$ cat src/pkg/sdhts_regs.vh
`ifndef SDHTS_REGS_VH
`define SDHTS_REGS_VH

// ----------------------------------------------------------------------
// byte classes on the rx and tx kind buses
// ----------------------------------------------------------------------
`define SDHTS_KIND_PAYLOAD 4'h0
`define SDHTS_KIND_RSOH 4'h1
`define SDHTS_KIND_MSOH 4'h2
`define SDHTS_KIND_K2 4'h3
`define SDHTS_KIND_H1 4'h4
`define SDHTS_KIND_H2 4'h5
`define SDHTS_KIND_POH 4'h6
`define SDHTS_KIND_LABEL 4'h7
`define SDHTS_KIND_BIP 4'h8
`define SDHTS_KIND_TRIB 4'h9
`define SDHTS_KIND_JUST 4'ha
`define SDHTS_KIND_REMOTE 4'hb

// ----------------------------------------------------------------------
// source alarm layer modes
// ----------------------------------------------------------------------
`define SDHTS_MODE_MS 3'h0
`define SDHTS_MODE_AU 3'h1
`define SDHTS_MODE_TU 3'h2
`define SDHTS_MODE_PDH_LINE 3'h3
`define SDHTS_MODE_PDH_TRIB 3'h4

// ----------------------------------------------------------------------
// label codes, patterns, field positions
// ----------------------------------------------------------------------
`define SDHTS_LABEL_UNEQUIPPED 8'h00
`define SDHTS_LABEL_NON_SPECIFIC 8'h01
`define SDHTS_ALL_ONES 8'hff
`define SDHTS_K2_AIS_MSB 2
`define SDHTS_K2_AIS_LSB 0
`define SDHTS_K2_AIS_CODE 3'h7
`define SDHTS_REMOTE_REI_MSB 7
`define SDHTS_REMOTE_REI_LSB 4
`define SDHTS_REMOTE_RDI_BIT 3

// ----------------------------------------------------------------------
// persistence counts, in frames
// ----------------------------------------------------------------------
`define SDHTS_LABEL_ACCEPT_FRAMES 3'h5
`define SDHTS_AIS_PERSIST_FRAMES 3'h3

`endif

$ cat src/core/sdhts_trail_supervision.v
`timescale 1ns/10ps
`default_nettype none
`include "sdhts_regs.vh"

module sdhts_trail_supervision #(
    parameter REI_WIDTH = 4,
    parameter ERR_COUNT_WIDTH = 16
) (
    input wire mclk,
    input wire rst_n,
    input wire [7:0] rxData,
    input wire rxValid,
    input wire rxFrameStart,
    input wire [3:0] rxKind,
    input wire frameLossDefect,
    input wire pointerLossDefect,
    input wire [7:0] expectedLabel,
    input wire [7:0] txData,
    input wire txValid,
    input wire [3:0] txKind,
    input wire txAllOnesIn,
    input wire txServerFailIn,
    input wire [2:0] txLayerMode,
    input wire [7:0] transmittedLabel,
    output reg [7:0] rxDataOut_r,
    output reg rxValidOut_r,
    output reg serverFailIndication_r,
    output reg msAisDefect_r,
    output reg auAlarmDefect_r,
    output reg [7:0] acceptedLabel_r,
    output reg labelMismatch_r,
    output reg labelUnequipped_r,
    output reg bitErrorPulse_r,
    output reg [ERR_COUNT_WIDTH-1:0] bitErrorCount_r,
    output reg farEndReceiveFailureBits_r,
    output reg [REI_WIDTH-1:0] farEndBlockErrorBits_r,
    output reg tandemUnavailable_r,
    output reg [7:0] txDataOut_r,
    output reg txValidOut_r
);

// ----------------------------------------------------------------------
// functions
// ----------------------------------------------------------------------
function [3:0] popCount;
    input [7:0] v;
    integer i;
    begin
        popCount = 4'h0;
        for (i = 0; i < 8; i = i + 1)
            popCount = popCount + {3'h0, v[i]};
    end
endfunction

// frame counter toward flipping a persistent defect state
function [2:0] persistNext;
    input [2:0] cnt;
    input seen;
    input state;
    begin
        if (seen == state)
            persistNext = 3'h0;
        else if (cnt == `SDHTS_AIS_PERSIST_FRAMES - 3'h1)
            persistNext = 3'h0;
        else
            persistNext = cnt + 3'h1;
    end
endfunction

// ----------------------------------------------------------------------
// sink state
// ----------------------------------------------------------------------
reg [7:0] bipAcc_r;
reg [7:0] bipPrev_r;
reg [7:0] labelCand_r;
reg [2:0] labelCnt_r;
reg [2:0] k2Cnt_r;
reg [2:0] auCnt_r;
reg h1Ones_r;
reg [7:0] mismatchBits;
reg [3:0] errBits;
reg [ERR_COUNT_WIDTH-1:0] errSum;
reg k2Seen;
reg auSeen;
reg sinkDefect;
reg labelMatch;

always @*
begin
    mismatchBits = rxData ^ bipPrev_r;
    errBits = popCount(mismatchBits);
    errSum = bitErrorCount_r + {{(ERR_COUNT_WIDTH-4){1'b0}}, errBits};
    k2Seen = (rxData[`SDHTS_K2_AIS_MSB:`SDHTS_K2_AIS_LSB] == `SDHTS_K2_AIS_CODE);
    auSeen = h1Ones_r && (rxData == `SDHTS_ALL_ONES);
    sinkDefect = frameLossDefect || msAisDefect_r || auAlarmDefect_r;
    labelMatch = (acceptedLabel_r == expectedLabel) ||
        ((acceptedLabel_r == `SDHTS_LABEL_NON_SPECIFIC) &&
         (expectedLabel != `SDHTS_LABEL_UNEQUIPPED));
end

// ----------------------------------------------------------------------
// parity check and error count
// ----------------------------------------------------------------------
always @(posedge mclk)
begin
    if (!rst_n)
    begin
        bipAcc_r <= 8'h00;
        bipPrev_r <= 8'h00;
        bitErrorPulse_r <= 1'b0;
        bitErrorCount_r <= {ERR_COUNT_WIDTH{1'b0}};
        farEndBlockErrorBits_r <= {REI_WIDTH{1'b0}};
    end
    else
    begin
        bitErrorPulse_r <= 1'b0;
        if (rxValid)
        begin
            if (rxFrameStart)
            begin
                bipPrev_r <= bipAcc_r;
                bipAcc_r <= rxData;
            end
            else if (rxKind != `SDHTS_KIND_BIP)
                bipAcc_r <= bipAcc_r ^ rxData;
            if (rxKind == `SDHTS_KIND_BIP && !rxFrameStart)
            begin
                bitErrorPulse_r <= (errBits != 4'h0);
                if (errSum >= bitErrorCount_r)
                    bitErrorCount_r <= errSum;
                else
                    bitErrorCount_r <= {ERR_COUNT_WIDTH{1'b1}};
                if (errBits > {REI_WIDTH{1'b1}})
                    farEndBlockErrorBits_r <= {REI_WIDTH{1'b1}};
                else
                    farEndBlockErrorBits_r <= errBits[REI_WIDTH-1:0];
            end
        end
    end
end

// ----------------------------------------------------------------------
// label acceptance and comparison
// ----------------------------------------------------------------------
always @(posedge mclk)
begin
    if (!rst_n)
    begin
        labelCand_r <= 8'h00;
        labelCnt_r <= 3'h0;
        acceptedLabel_r <= `SDHTS_LABEL_UNEQUIPPED;
        labelMismatch_r <= 1'b0;
        labelUnequipped_r <= 1'b0;
    end
    else
    begin
        if (rxValid && rxKind == `SDHTS_KIND_LABEL)
        begin
            if (rxData != labelCand_r)
            begin
                labelCand_r <= rxData;
                labelCnt_r <= 3'h0;
            end
            // new candidate byte already counts as the first sighting
            else if (labelCnt_r == `SDHTS_LABEL_ACCEPT_FRAMES - 3'h2)
                acceptedLabel_r <= rxData;
            else
                labelCnt_r <= labelCnt_r + 3'h1;
        end
        labelUnequipped_r <= (acceptedLabel_r == `SDHTS_LABEL_UNEQUIPPED);
        labelMismatch_r <= !labelMatch &&
            (acceptedLabel_r != `SDHTS_LABEL_NON_SPECIFIC) &&
            (acceptedLabel_r != `SDHTS_LABEL_UNEQUIPPED);
    end
end

// ----------------------------------------------------------------------
// incoming alarm detection
// ----------------------------------------------------------------------
always @(posedge mclk)
begin
    if (!rst_n)
    begin
        k2Cnt_r <= 3'h0;
        auCnt_r <= 3'h0;
        h1Ones_r <= 1'b0;
        msAisDefect_r <= 1'b0;
        auAlarmDefect_r <= 1'b0;
        tandemUnavailable_r <= 1'b0;
    end
    else
    begin
        if (rxValid && rxKind == `SDHTS_KIND_K2)
        begin
            k2Cnt_r <= persistNext(k2Cnt_r, k2Seen, msAisDefect_r);
            if (k2Seen != msAisDefect_r && k2Cnt_r == `SDHTS_AIS_PERSIST_FRAMES - 3'h1)
                msAisDefect_r <= k2Seen;
        end
        if (rxValid && rxKind == `SDHTS_KIND_H1)
            h1Ones_r <= (rxData == `SDHTS_ALL_ONES);
        if (rxValid && rxKind == `SDHTS_KIND_H2)
        begin
            auCnt_r <= persistNext(auCnt_r, auSeen, auAlarmDefect_r);
            if (auSeen != auAlarmDefect_r && auCnt_r == `SDHTS_AIS_PERSIST_FRAMES - 3'h1)
                auAlarmDefect_r <= auSeen;
        end
        tandemUnavailable_r <= pointerLossDefect || auAlarmDefect_r;
    end
end

// ----------------------------------------------------------------------
// sink output with all-ones insertion and remote defect
// ----------------------------------------------------------------------
always @(posedge mclk)
begin
    if (!rst_n)
    begin
        rxDataOut_r <= 8'h00;
        rxValidOut_r <= 1'b0;
        serverFailIndication_r <= 1'b0;
        farEndReceiveFailureBits_r <= 1'b0;
    end
    else
    begin
        rxValidOut_r <= rxValid;
        if (rxValid)
            rxDataOut_r <= sinkDefect ? `SDHTS_ALL_ONES : rxData;
        serverFailIndication_r <= sinkDefect;
        farEndReceiveFailureBits_r <= sinkDefect;
    end
end

// ----------------------------------------------------------------------
// source direction
// ----------------------------------------------------------------------
reg txAlarm;
reg txOnesHere;
reg [7:0] txNext;

always @*
begin
    txAlarm = txAllOnesIn || txServerFailIn;
    case (txLayerMode)
        `SDHTS_MODE_MS:
            txOnesHere = (txKind != `SDHTS_KIND_RSOH);
        `SDHTS_MODE_AU:
            txOnesHere = (txKind != `SDHTS_KIND_RSOH) &&
                (txKind != `SDHTS_KIND_MSOH) && (txKind != `SDHTS_KIND_K2);
        `SDHTS_MODE_TU:
            txOnesHere = (txKind == `SDHTS_KIND_TRIB);
        `SDHTS_MODE_PDH_LINE:
            txOnesHere = 1'b1;
        `SDHTS_MODE_PDH_TRIB:
            txOnesHere = (txKind == `SDHTS_KIND_TRIB);
        default:
            txOnesHere = 1'b0;
    endcase
    txNext = txData;
    if (txKind == `SDHTS_KIND_LABEL)
        txNext = transmittedLabel;
    else if (txKind == `SDHTS_KIND_REMOTE)
    begin
        txNext = 8'h00;
        txNext[`SDHTS_REMOTE_REI_MSB:`SDHTS_REMOTE_REI_LSB] =
            farEndBlockErrorBits_r[3:0];
        txNext[`SDHTS_REMOTE_RDI_BIT] = farEndReceiveFailureBits_r;
    end
    else if (txAlarm && txOnesHere)
        txNext = `SDHTS_ALL_ONES;
end

always @(posedge mclk)
begin
    if (!rst_n)
    begin
        txDataOut_r <= 8'h00;
        txValidOut_r <= 1'b0;
    end
    else
    begin
        txValidOut_r <= txValid;
        if (txValid)
            txDataOut_r <= txNext;
    end
end

endmodule

`default_nettype wire

$ cat config.mk
export PLATFORM = sky130hd
export DESIGN_NAME = sdhts_trail_supervision
export DESIGN_NICKNAME = d
export VERILOG_FILES = /design/src/core/sdhts_trail_supervision.v
export VERILOG_INCLUDE_DIRS = /design/src /design/src/pkg
export SDC_FILE = /design/constraint.sdc
export NUM_CORES = 1
export LEC_CHECK = 0
export BUFFER_PORTS_ARGS = -buffer_cell sky130_fd_sc_hd__buf_2
export CORE_ASPECT_RATIO = 1.1
export CORE_MARGIN = 1
export CORE_UTILIZATION = 40
export DETAILED_ROUTE_END_ITERATION = 8
export PLACE_DENSITY = 0.61
export SLEW_MARGIN = 0
export SYNTH_ARGS = -nofsm -noshare
export SYNTH_HDL_FRONTEND = slang
export SYNTH_SLANG_ARGS = --single-unit
$ cat constraint.sdc
create_clock -name mclk -period 14.2 [get_ports mclk]
set_input_delay 0.71 -clock mclk [delete_from_list [all_inputs] [get_ports mclk]]
set_output_delay 0.71 -clock mclk [all_outputs]
set_load 0.005 [all_outputs]
# --- Word level (Yosys, flattened, before mapping) ---
# Cells that the tools add are included.
op_classes:
  n_addsub: 11
  mul: 0
  n_div: 0
  magnitude_cmp: 2
  eq_ne: 30
  shift: 0
  mux: 15
  bitwise_logic: 3
  reduce_logical: 37
op_table:
  columns: ["cell", "n"]
  rows:
  - ["two-way mux 8 bit", 6]
  - ["two-way mux 3 bit", 6]
  - ["adder 16 x 4 -> 16 bit", 1]
  - ["adder 4 x 1 -> 4 bit", 4]
  - ["== test 4 x 3 -> 1 bit, second input constant", 4]
  - [">= comparator 16 bit", 1]
  - ["two-way mux 16 bit", 1]
  - ["nonzero test 8 bit", 2]
  - ["bitwise XOR 8 bit", 2]
  - ["== test 3 x 2 -> 1 bit, second input constant", 5]
  - ["logical AND 1 bit", 14]
  - ["AND reduction 2 bit", 7]
  - ["== test 4 bit, second input constant", 3]
  - ["adder 3 x 1 -> 3 bit, second input constant", 3]
  - ["== test 8 x 1 -> 1 bit, second input constant", 1]
  - ["== test 8 bit", 1]
  - ["== test 8 bit, second input constant", 1]
  - ["zero test 8 bit", 1]
  - ["!= test 4 x 2 -> 1 bit, second input constant", 2]
  - ["!= test 8 x 1 -> 1 bit, second input constant", 1]
  - ["!= test 8 bit", 1]
  - ["== test 3 bit, second input constant", 2]
  - ["AND reduction 3 bit", 2]
  - ["logical OR 1 bit", 5]
  - ["other kinds (19)", 22]
totals:
  register_bits: 87
  latch_bits: 0
  mem_bits_rw: 0
  rom_bits: 0
  input_bits: 52
  output_inout_bits: 54
  mem_count: 0

# --- Logic depth before layout (Yosys ltp) ---
# Gate-level depths: netlist (run 1).
depth:
  depth_word: 11
  depth_mapped: 29
  mapped_depth_nobuf: 27

# --- Least setup slack after synthesis (run 1) ---
# Ideal clock, no wire load.
synth_path:
  path_type: "input-to-reg"
  startpoint: "in rxData[0]"
  endpoint: "reg bitErrorCount_r[13]"
  setup_time_ns: 0.122
  arrival_ns: 6.100
  slack_ns: 7.978
  path_stages: 28
  path_cell_list: "clkbuf_1 > xnor2_1 > fa_1 > inv_1 > fa_1 > inv_1 > fa_1 > inv_1 > ha_1 > inv_1 > fa_1 > xnor2_1 > ha_1 > inv_1 > nor2_1 > o21ai_0 > nand2b_1 > nand2_1 > inv_1 > and3_1 > ha_1 > xor2_1 > nand3_1 > o21ba_2 > o211ai_1 > o21ai_0 > nor3_1 > o311a_1"
synth_via:
  elab_chain_len: 11
synth_rtl:
  columns: ["item", "line", "rtl"]
  rows:
  - ["from (decl)", "sdhts_trail_supervision.v:11", "input wire [7:0] rxData,"]
  - ["bitwise XOR 8 bit *", "sdhts_trail_supervision.v:90", "mismatchBits = rxData ^ bipPrev_r;"]
  - ["adder 1 x 1 -> 2 bit *", "sdhts_trail_supervision.v:51", "popCount = popCount + {3'h0, v[i]};"]
  - ["adder 2 x 1 -> 3 bit *", "sdhts_trail_supervision.v:51", null]
  - ["adder 3 x 1 -> 4 bit *", "sdhts_trail_supervision.v:51", null]
  - ["adder 4 x 1 -> 4 bit * (4 in a row)", "sdhts_trail_supervision.v:51", null]
  - ["adder 16 x 4 -> 16 bit *", "sdhts_trail_supervision.v:92", "errSum = bitErrorCount_r + {{(ERR_COUNT_WIDTH-4){1'b0}}, errBits};"]
  - [">= comparator 16 bit", "sdhts_trail_supervision.v:129", "if (errSum >= bitErrorCount_r)"]
  - ["two-way mux 16 bit *", "sdhts_trail_supervision.v:129", null]
  - ["to (signal assigned)", "sdhts_trail_supervision.v:111", "bitErrorCount_r <= {ERR_COUNT_WIDTH{1'b0}};"]
  - ["to (signal assigned)", "sdhts_trail_supervision.v:130", "bitErrorCount_r <= errSum;"]
  - ["to (signal assigned)", "sdhts_trail_supervision.v:132", "bitErrorCount_r <= {ERR_COUNT_WIDTH{1'b1}};"]
  - ["to (decl)", "sdhts_trail_supervision.v:34", "output reg [ERR_COUNT_WIDTH-1:0] bitErrorCount_r,"]
# Every way passes the cells marked *; elsewhere a longest branch is shown, timed or not.
# A chain may end at the register's enable or synchronous reset.

# --- Worst setup path after layout (run 1) ---
# Same ends and word-level chain as after synthesis.

==> results_dict.tcl, run 1 <==
set metrics [dict create \
    cp.arrival_ns 6.63 \
    cts_sinks 87 \
    dp_hpwl_um 8600 \
    worst_hold_slack_ns 0.467 \
    cp_slowest_cell "fa_1" \
    crit_path_frequent_cell "inv_1" \
    cts_tree "built" \
    drv_cap 0 \
    antenna_found_initial 0 \
    clkSlewWorstSetupHoldPaths_ns 0.06 \
    drtIter0Drc 98 \
    path_class "in -> reg" \
    endpoint_kind "flop" \
    firstDrtPassIters 4 \
    cts_made_buffers 9 \
    grt_usage 0.190 \
    synth-seq-cells 87 \
    avgSynthCellArea_um2 8.71 \
    gp_congestion 0.870 \
    numPortBuffers 105 \
    ant_nets 0 \
    grt_pass1_wl_um 18700 \
    layout.nets 715 \
    worstRegToRegCells 27 \
    ys.flop_type "dfxtp_1" \
    cp.required_ns 14.44 \
    yosysSeqAreaShare 0.363 \
    coreArea_um2 11600 \
    detail_route.wl_per_cell_um 14.7 \
    drt-vias-per-instance 5.32 \
    drive_above_1_share 0.220 \
    crit_path_max_fanout 7 \
    start_util 0.414 \
    p_per_area_nw_per_um2 115 \
    mappedNetlistArea_um2 4800 \
    finalCritPeriodShare 0.450 \
    crit_path_max_incr_delay_ns 0.55 \
    outcome "complete, no violations" \
    grt_pass1_vias 4014 \
    synthArstFlopShare 0 \
    cts_hold_buf 0 \
    yosys_warnings 0 \
    syn-num-nets 627 \
    fin_skew_ns 0.00693 \
    die-area_um2 12400 \
    ioPinCount 106 \
    ir_drop_v 0.0000495 \
    cts-root-buf "clkbuf_16" \
    cts_setup_buffers 0 \
    syn_inst 551 \
    dieWidth_um 106 \
    grt_max_degree 87 \
    tightest_slew_ns 0.824 \
    synth-edff-count 0 \
    power.leakage_nw 2.49 \
    hold_viol 0 \
    synth.distinct_cells 60 \
    dieHeight_um 117 \
    totalNegativeSetupSlack_ns 0 \
    grt-ovfl-total 0 \
    vias 4225 \
    slew_violations 0 \
    diodes 0 \
    max_freq_ghz 0.156 \
    rsz0062_at_grt "false" \
    clock_latency_ns 0.34 \
    period_needed_ns 6.39 \
    syn2layout_area_growth_pct 18.9 \
    start_kind "input pin" \
    setup_violations 0 \
    clk_path_buf_depth 2 \
    reg2reg_setup_slack_ns 8.02 \
    wl_um 11700 \
    slew-limit-headroom 0.448 \
    drc 0 \
    htreeDepth 3 \
    rows 41 \
    min_path_type "reg -> reg" \
    power_uw 657 \
    ctsResizeCount 0 \
    whs_path_depth 2 \
]
[cell usage in the layout, fill, tap and decap left out, types with 6 or more instances in the layout]
master	instances
a21boi_0	11
a21oi_1	21
a31oi_1	17
and2_1	21
buf_2	105
clkbuf_16	9
dfxtp_1	87
ha_1	19
inv_1	34
mux2i_1	21
nand2_1	64
nand3_1	6
nand4_1	6
nor2_1	20
nor2b_1	23
nor3_1	11
o21ai_0	34
o221a_2	7
xnor2_1	19
xor2_1	24
[final timing paths]
path | start | to
worst max-delay path | rxData[0] | bitErrorCount_r[13]
worst min-delay path | bipAcc_r[1] | bipPrev_r[1]
worst max register to register | bipPrev_r[0] | bitErrorCount_r[13]
worst min register to register | bipAcc_r[1] | bipPrev_r[1]
[layout make-up]
type | instances | area [µm²]
Timing Repair Buffer | 108 | 548
Sequential cell | 87 | 1740
Multi-Input combinational cell | 399 | 2770
Inverter | 34 | 128
Clock buffer | 10 | 239
Fill cell | 1152 | 5890
Clock inverter | 6 | 93.8
Tap cell | 150 | 188
[critical path, delay by kind of cell]
kind,cells,cell delay [ns]
fa+ha+maj,7,2.69
compound gates,5,1.36
simple gates,6,0.66
xor+xnor,3,0.63
buf+inv,7,0.57
[stage by stage]
| step | utilization | setup WS, ns | instance area (µm²) | std cells |
|---|---|---|---|---|
| detailed placement | 0.463 | 7.49 | 5370 | 778 |
| global placement | 0.463 | 7.63 | 5370 | 778 |
| floorplan | - | 7.98 | 4800 | 551 |
| global route | 0.492 | 7.36 | 5700 | 794 |
| CTS | 0.492 | 7.83 | 5700 | 794 |
| finish | 0.492 | 7.81 | 5700 | 794 |
[cells in the mapped netlist, drive strengths merged (21+ instances only)]
master / count / area [µm²]
clkbuf: 21 / 78.8
nor2: 21 / 86.3
and2: 21 / 131
xor2: 24 / 210
a21oi: 21 / 105
o21ai: 34 / 170
nand2: 64 / 240
dfxtp: 87 / 1740
inv: 34 / 128
nor2b: 23 / 144
mux2i: 21 / 210
[routing by layer]
metal	global-route usage	routed length, µm
met1	0.224	5150
met2	0.343	5810
met3	0.0321	551
met4	0.0840	181
met5	0	0
[registers in the layout, indices dropped and copies added, names as in the netlist, 4 cells and up]
signal                  flops
acceptedLabel_r             8
bipAcc_r                    8
bipPrev_r                   8
bitErrorCount_r            16
farEndBlockErrorBits_r      4
labelCand_r                 8
rxDataOut_r                 8
txDataOut_r                 8
[logic make-up after synthesis]
kind of cell               after synthesis  synth area share
and+or+nand+nor                        188             0.213
AOI/OAI and AO/OA                      123             0.171
DFF                                     87             0.363
buffers and inverters                   65            0.0608
xor gates and xnor gates                43            0.0785
adders and majority gates               24            0.0704
muxes                                   21            0.0438
[power by group]
group	internal, mW	switching, mW
combinational	0.0596	0.0792
sequential	0.252	0.00480
clock	0.160	0.101
total	0.471	0.185
Power figures use the tool's default switching activity.
==> inputs of run 2 (changes only) <==
- PLACE_DENSITY: 0.61 -> 0.63
- clock period: 14.2 -> 5.2 ns (I/O delays scaled with it)
==> run 2 against run 1 <==
Against the previous run:
- the run now ends with negative setup slack left
- cell area grew 9.0%
- core utilization up 4.4 points
- worst setup slack got worse by 8.1 ns
- final cell count rose by 4.8%
- critical path type is now reg -> reg
==> results_dict.tcl, run 2 (synthesized netlist as in run 1, its figures left out) <==
set metrics [dict create \
    cts-root-buf "clkbuf_16" \
    grt_usage 0.199 \
    path_class "reg -> reg" \
    worst_hold_slack_ns 0.125 \
    slew_violations 0 \
    detail_route.wl_per_cell_um 14.7 \
    critPathBufInv 7 \
    mostFrequentLayoutCells "105 x buf_2, 85 x dfxtp_1, 63 x nand2_1" \
    drt-vias-per-instance 5.20 \
    registers.top_by_ff_count "bitErrorCount_r" \
    ioPinCount 106 \
    cp_slowest_cell "fa_1" \
    clk_path_buf_depth 2 \
    grt_pass1_vias 4058 \
    fillers 1093 \
    cts_tree "built" \
    ant_nets 0 \
    final-seq-area_um2 1750 \
    start_util 0.414 \
    dp_slack_ns -0.436 \
    rows 41 \
    firstDrtPassIters 4 \
    final_area_um2 6220 \
    wl_um 12200 \
    drive_above_1_share 0.323 \
    multi_input_area_um2 3040 \
    drtIter0Drc 211 \
    clkSlewWorstSetupHoldPaths_ns 0.06 \
    coreArea_um2 11600 \
    tightest_slew_ns 0.884 \
    fin_ws_ns -0.246 \
    endpoint_kind "flop" \
    gp_congestion 0.917 \
    drc 0 \
    numPortBuffers 105 \
    cts_sinks 87 \
    cp.arrival_ns 5.68 \
    crit_path_max_fanout 6 \
    layout.nets 753 \
    diodes 0 \
    cts_made_buffers 9 \
    ir_drop_v 0.000162 \
    max_freq_ghz 0.184 \
    fin_skew_ns 0.00564 \
    cts_hold_buf 0 \
    cp.required_ns 5.43 \
    final_common_cell "buf_2" \
    violations "negative setup slack" \
    dieWidth_um 106 \
    crit_path_max_incr_delay_ns 0.55 \
    clock_latency_ns 0.34 \
    crit_path_frequent_cell "inv_2" \
    dieHeight_um 117 \
    syn2layout_area_growth_pct 29.6 \
    cp_top_family "adder cells" \
    largest_reg_flops 16 \
    dp_hpwl_um 8580 \
    antenna_found_initial 0 \
    die-area_um2 12400 \
    slew-limit-headroom 0.409 \
    power.leakage_nw 2.69 \
    grt_max_degree 87 \
    outcome "finished, violations left" \
    drv_cap 0 \
    hold_viol 0 \
    vias 4329 \
    grt-ovfl-total 0 \
    min_path_type "in -> reg" \
    htreeDepth 3 \
    period_needed_ns 5.45 \
    p_per_area_nw_per_um2 304 \
    grt_pass1_wl_um 19600 \
    rsz0062_at_grt "true" \
    placed_area_um2 5620 \
    setup_violations 16 \
    finalCritPeriodShare 1.05 \
    start_kind "flop" \
]
==> run 2: power by group <==
group	internal, mW	switching [mW]	leakage, nW
Sequential	0.688	0.0139	0.710
Combinational	0.306	0.285	1.85
Clock	0.326	0.272	0.129
==> run 2: path summary, 6_finish.rpt <==
kind / slack [ns] / start / cells after the start / endpoint
setup / recovery: -0.25 / bipPrev_r[1] / 27 / bitErrorCount_r[13]
hold / removal: 0.12 / pointerLossDefect / 2 / tandemUnavailable_r
setup reg to reg: -0.25 / bipPrev_r[1] / 27 / bitErrorCount_r[13]
hold reg to reg: 0.46 / bipAcc_r[3] / 2 / bipPrev_r[3]
==> run 2: area by class of cell <==
class                   instances  area share
multi-input cells             400       0.489
clock buffers                  10      0.0368
clock inverters                 6     0.00745
well taps                     150      0.0302
flip-flops and latches         87       0.281
repair buffers                145       0.135
inverters                      34      0.0205
==> run 2: metal layers <==
| layer | up-vias | GRT usage | wire length, µm |
|---|---|---|---|
| met4 | 0 | 0.0648 | 172 |
| met5 | - | 0 | 0 |
| met3 | 14 | 0.0393 | 516 |
| met2 | 107 | 0.344 | 5930 |
| li1 | 2167 | - | - |
| met1 | 2041 | 0.252 | 5570 |
==> run 2: worst register-to-register path, cell delays in order (launching register included) <==
cell	delay, ns
dfxtp_2	0.33
xnor2_2	0.14
fa_1	0.55
inv_1	0.05
fa_1	0.50
inv_2	0.04
fa_1	0.43
inv_1	0.08
ha_2	0.18
inv_2	0.04
fa_2	0.34
xnor2_2	0.15
ha_1	0.30
inv_2	0.07
nor2_2	0.04
o21ai_1	0.12
nand2b_1	0.12
nand2_2	0.11
inv_2	0.06
buf_6	0.11
ha_4	0.21
xnor2_2	0.14
a211oi_2	0.28
o31a_1	0.26
a31oi_4	0.06
o21ai_4	0.25
nor3_2	0.07
o311a_1	0.30
==> run 2: timing repair <==
item | in CTS | in global routing
gates cloned | 1 | 0
pin swaps | 30 | 12
endpoints found under the hold margin | 0 | 0
resized for setup | 26 | 12
setup endpoints to repair | 16 | 16
setup buffers | 8 | 6
==> run 2: metrics by stage <==
step	setup TNS [ns]	cells	util	power, mW
2_1_floorplan	-1.60	551	-	1.03
4_1_cts	-3.14	826	0.527	1.88
6_report	-3.34	832	0.536	1.89
5_1_grt	-6.79	832	0.536	1.99
3_5_place_dp	-6.38	801	0.485	1.19
3_3_place_gp	-5.36	801	0.485	1.18
==> inputs of run 3 (changes only) <==
- CELL_PAD_IN_SITES_DETAIL_PLACEMENT: not set -> 1
- CELL_PAD_IN_SITES_GLOBAL_PLACEMENT: not set -> 1
- CORE_UTILIZATION: 40 -> 37
- PLACE_DENSITY: 0.63 -> 0.76
==> run 3 against run 2 <==
Against the previous run:
- the run still ends with negative setup slack left
- sequential power barely moved
- worst hold slack barely moved
- critical path depth rose by 1
- combinational power fell by 3.6%
- sequential share of layout area rose by 0.35 points
- final cell count rose by 0.60%
- non-clock buffer count fell by 2
- die area rose by 8.0%
- critical path type unchanged
- largest cell class unchanged
- highest routed layer unchanged
==> results_dict.tcl, run 3 (synthesized netlist as in run 1, its figures left out) <==
set metrics [dict create \
    outcome "finished, violations left" \
    violations "negative setup slack" \
    ioPinCount 106 \
    final_common_cell "buf_2" \
    grt_pass1_wl_um 22100 \
    numPortBuffers 105 \
    ir_drop_v 0.000156 \
    worst_r2r_endpoint "bitErrorCount_r[13]" \
    dp_slack_ns -0.603 \
    cts_made_buffers 9 \
    ant_nets 0 \
    cts_hold_buf 0 \
    cts_sinks 87 \
    clk_path_buf_depth 2 \
    dieWidth_um 111 \
    final_area_um2 6140 \
    multi_input_area_um2 2990 \
    cp_slowest_cell "fa_1" \
    clock_latency_ns 0.35 \
    layout.nets 751 \
    totalNegativeSetupSlack_ns -2.47 \
    syn2layout_area_growth_pct 28.0 \
    min_from "pointerLossDefect" \
    fin_util 0.486 \
    period_needed_ns 5.44 \
    dieHeight_um 121 \
    crit_path_frequent_cell "inv_2" \
    start_util 0.380 \
    die-area_um2 13400 \
    max_freq_ghz 0.184 \
    cp.required_ns 5.43 \
    slew_violations 0 \
    htreeDepth 3 \
    cp.arrival_ns 5.67 \
    tightest_slew_ns 0.856 \
    antenna_found_initial 0 \
    grt_usage 0.205 \
    start_kind "flop" \
    cts-root-buf "clkbuf_16" \
    wl_um 13500 \
    drtIter0Drc 65 \
    drv_cap 0 \
    grt_pass1_vias 4448 \
    clkSlewWorstSetupHoldPaths_ns 0.06 \
    vias 4396 \
    placed_area_um2 5650 \
    rows 43 \
    slew-limit-headroom 0.427 \
    power.leakage_nw 2.66 \
    largest_reg_flops 16 \
    drt-vias-per-instance 5.25 \
    drive_above_1_share 0.310 \
    whs_path_depth 2 \
    endpoint_kind "flop" \
    registers.top_by_ff_count "bitErrorCount_r" \
    drc 0 \
    detail_route.wl_per_cell_um 16.1 \
    diodes 0 \
    worstRegToRegCells 28 \
    grt_max_degree 87 \
    hold_viol 0 \
    finalCritPeriodShare 1.05 \
    mostFrequentLayoutCells "105 x buf_2, 85 x dfxtp_1, 63 x nand2_1" \
    setup_violations 16 \
    fin_skew_ns 0.00411 \
    hold_end "tandemUnavailable_r" \
    crit_path_max_incr_delay_ns 0.57 \
    gp_congestion 0.786 \
    min_path_type "in -> reg" \
    coreArea_um2 12600 \
    rsz0062_at_grt "true" \
    firstDrtPassIters 4 \
    power_mw 1.87 \
    grt-ovfl-total 0 \
    final-seq-area_um2 1750 \
    fillers 1519 \
    fin_ws_ns -0.241 \
    p_per_area_nw_per_um2 305 \
    dp_hpwl_um 9880 \
    path_class "reg -> reg" \
    crit_path_max_fanout 6 \
    cts_tree "built" \
    reg2reg_setup_slack_ns -0.24 \
    r2r_start "bipPrev_r[0]" \
]
## run 3: cell count changes in the layout (fill, tap and decap cells not counted), moves of 2 or more
cell,previous run,this run
nor2_1,17,19
buf_6,3,1
clkbuf_1,1,3
ha_1,12,14
clkinvlp_4,2,0
## run 3: stage by stage
stage               cells  hold slack, ns
floorplan             551           0.370
global placement      811           0.448
detailed placement    811           0.461
CTS                   835           0.113
global route          837           0.111
finish                837           0.124
## run 3: worst max-delay path by stage
stage / cells after the start / from / slack, ns / endpoint
5_1_grt: 25 / bipPrev_r[0] / -0.49 / bitErrorCount_r[13]
3_3_place_gp: 28 / rxData[3] / -0.35 / bitErrorCount_r[8]
4_1_cts: 26 / bipPrev_r[0] / -0.29 / bitErrorCount_r[13]
2_1_floorplan: 28 / rxData[3] / -0.14 / bitErrorCount_r[13]
3_5_place_dp: 28 / rxData[3] / -0.60 / bitErrorCount_r[14]
6_report: 28 / bipPrev_r[0] / -0.24 / bitErrorCount_r[13]
## run 3: power by group
group	switching, mW	internal (mW)	total, mW
combinational	0.284	0.286	0.570
sequential	0.0136	0.688	0.702
clock	0.262	0.337	0.598
total	0.559	1.31	1.87
## run 3: area by class of cell
type / count / share of cell area
clock buffer: 13 / 0.0408
clock inverter: 3 / 0.00306
inverter: 34 / 0.0208
multi-input combinational: 400 / 0.486
sequential: 87 / 0.284
tap: 157 / 0.0320
timing repair buffer: 143 / 0.133
## run 3: worst max-delay path: cells and delay by family (launching register included)
| family | cells | cell delay (ns) |
|---|---|---|
| simple gates | 6 | 0.58 |
| compound gates | 5 | 0.90 |
| buf+inv | 7 | 0.49 |
| xor+xnor | 3 | 0.44 |
| flops | 1 | 0.33 |
| fa+ha+maj | 7 | 2.57 |
## run 3: layer usage
metal,share of wire,up-vias,global-route usage
li1,-,2167,-
met1,0.43,2143,0.239
met2,0.53,69,0.373
met3,0.026,17,0.0350
met4,0.016,0,0.0825
met5,0,-,0
## run 3: repair_timing
action | 4_1_cts | 5_1_grt
resized for setup | 24 | 4
setup buffers | 7 | 2
endpoints found under the setup margin | 16 | 16
pin swaps | 24 | 7
cloned | 1 | 0
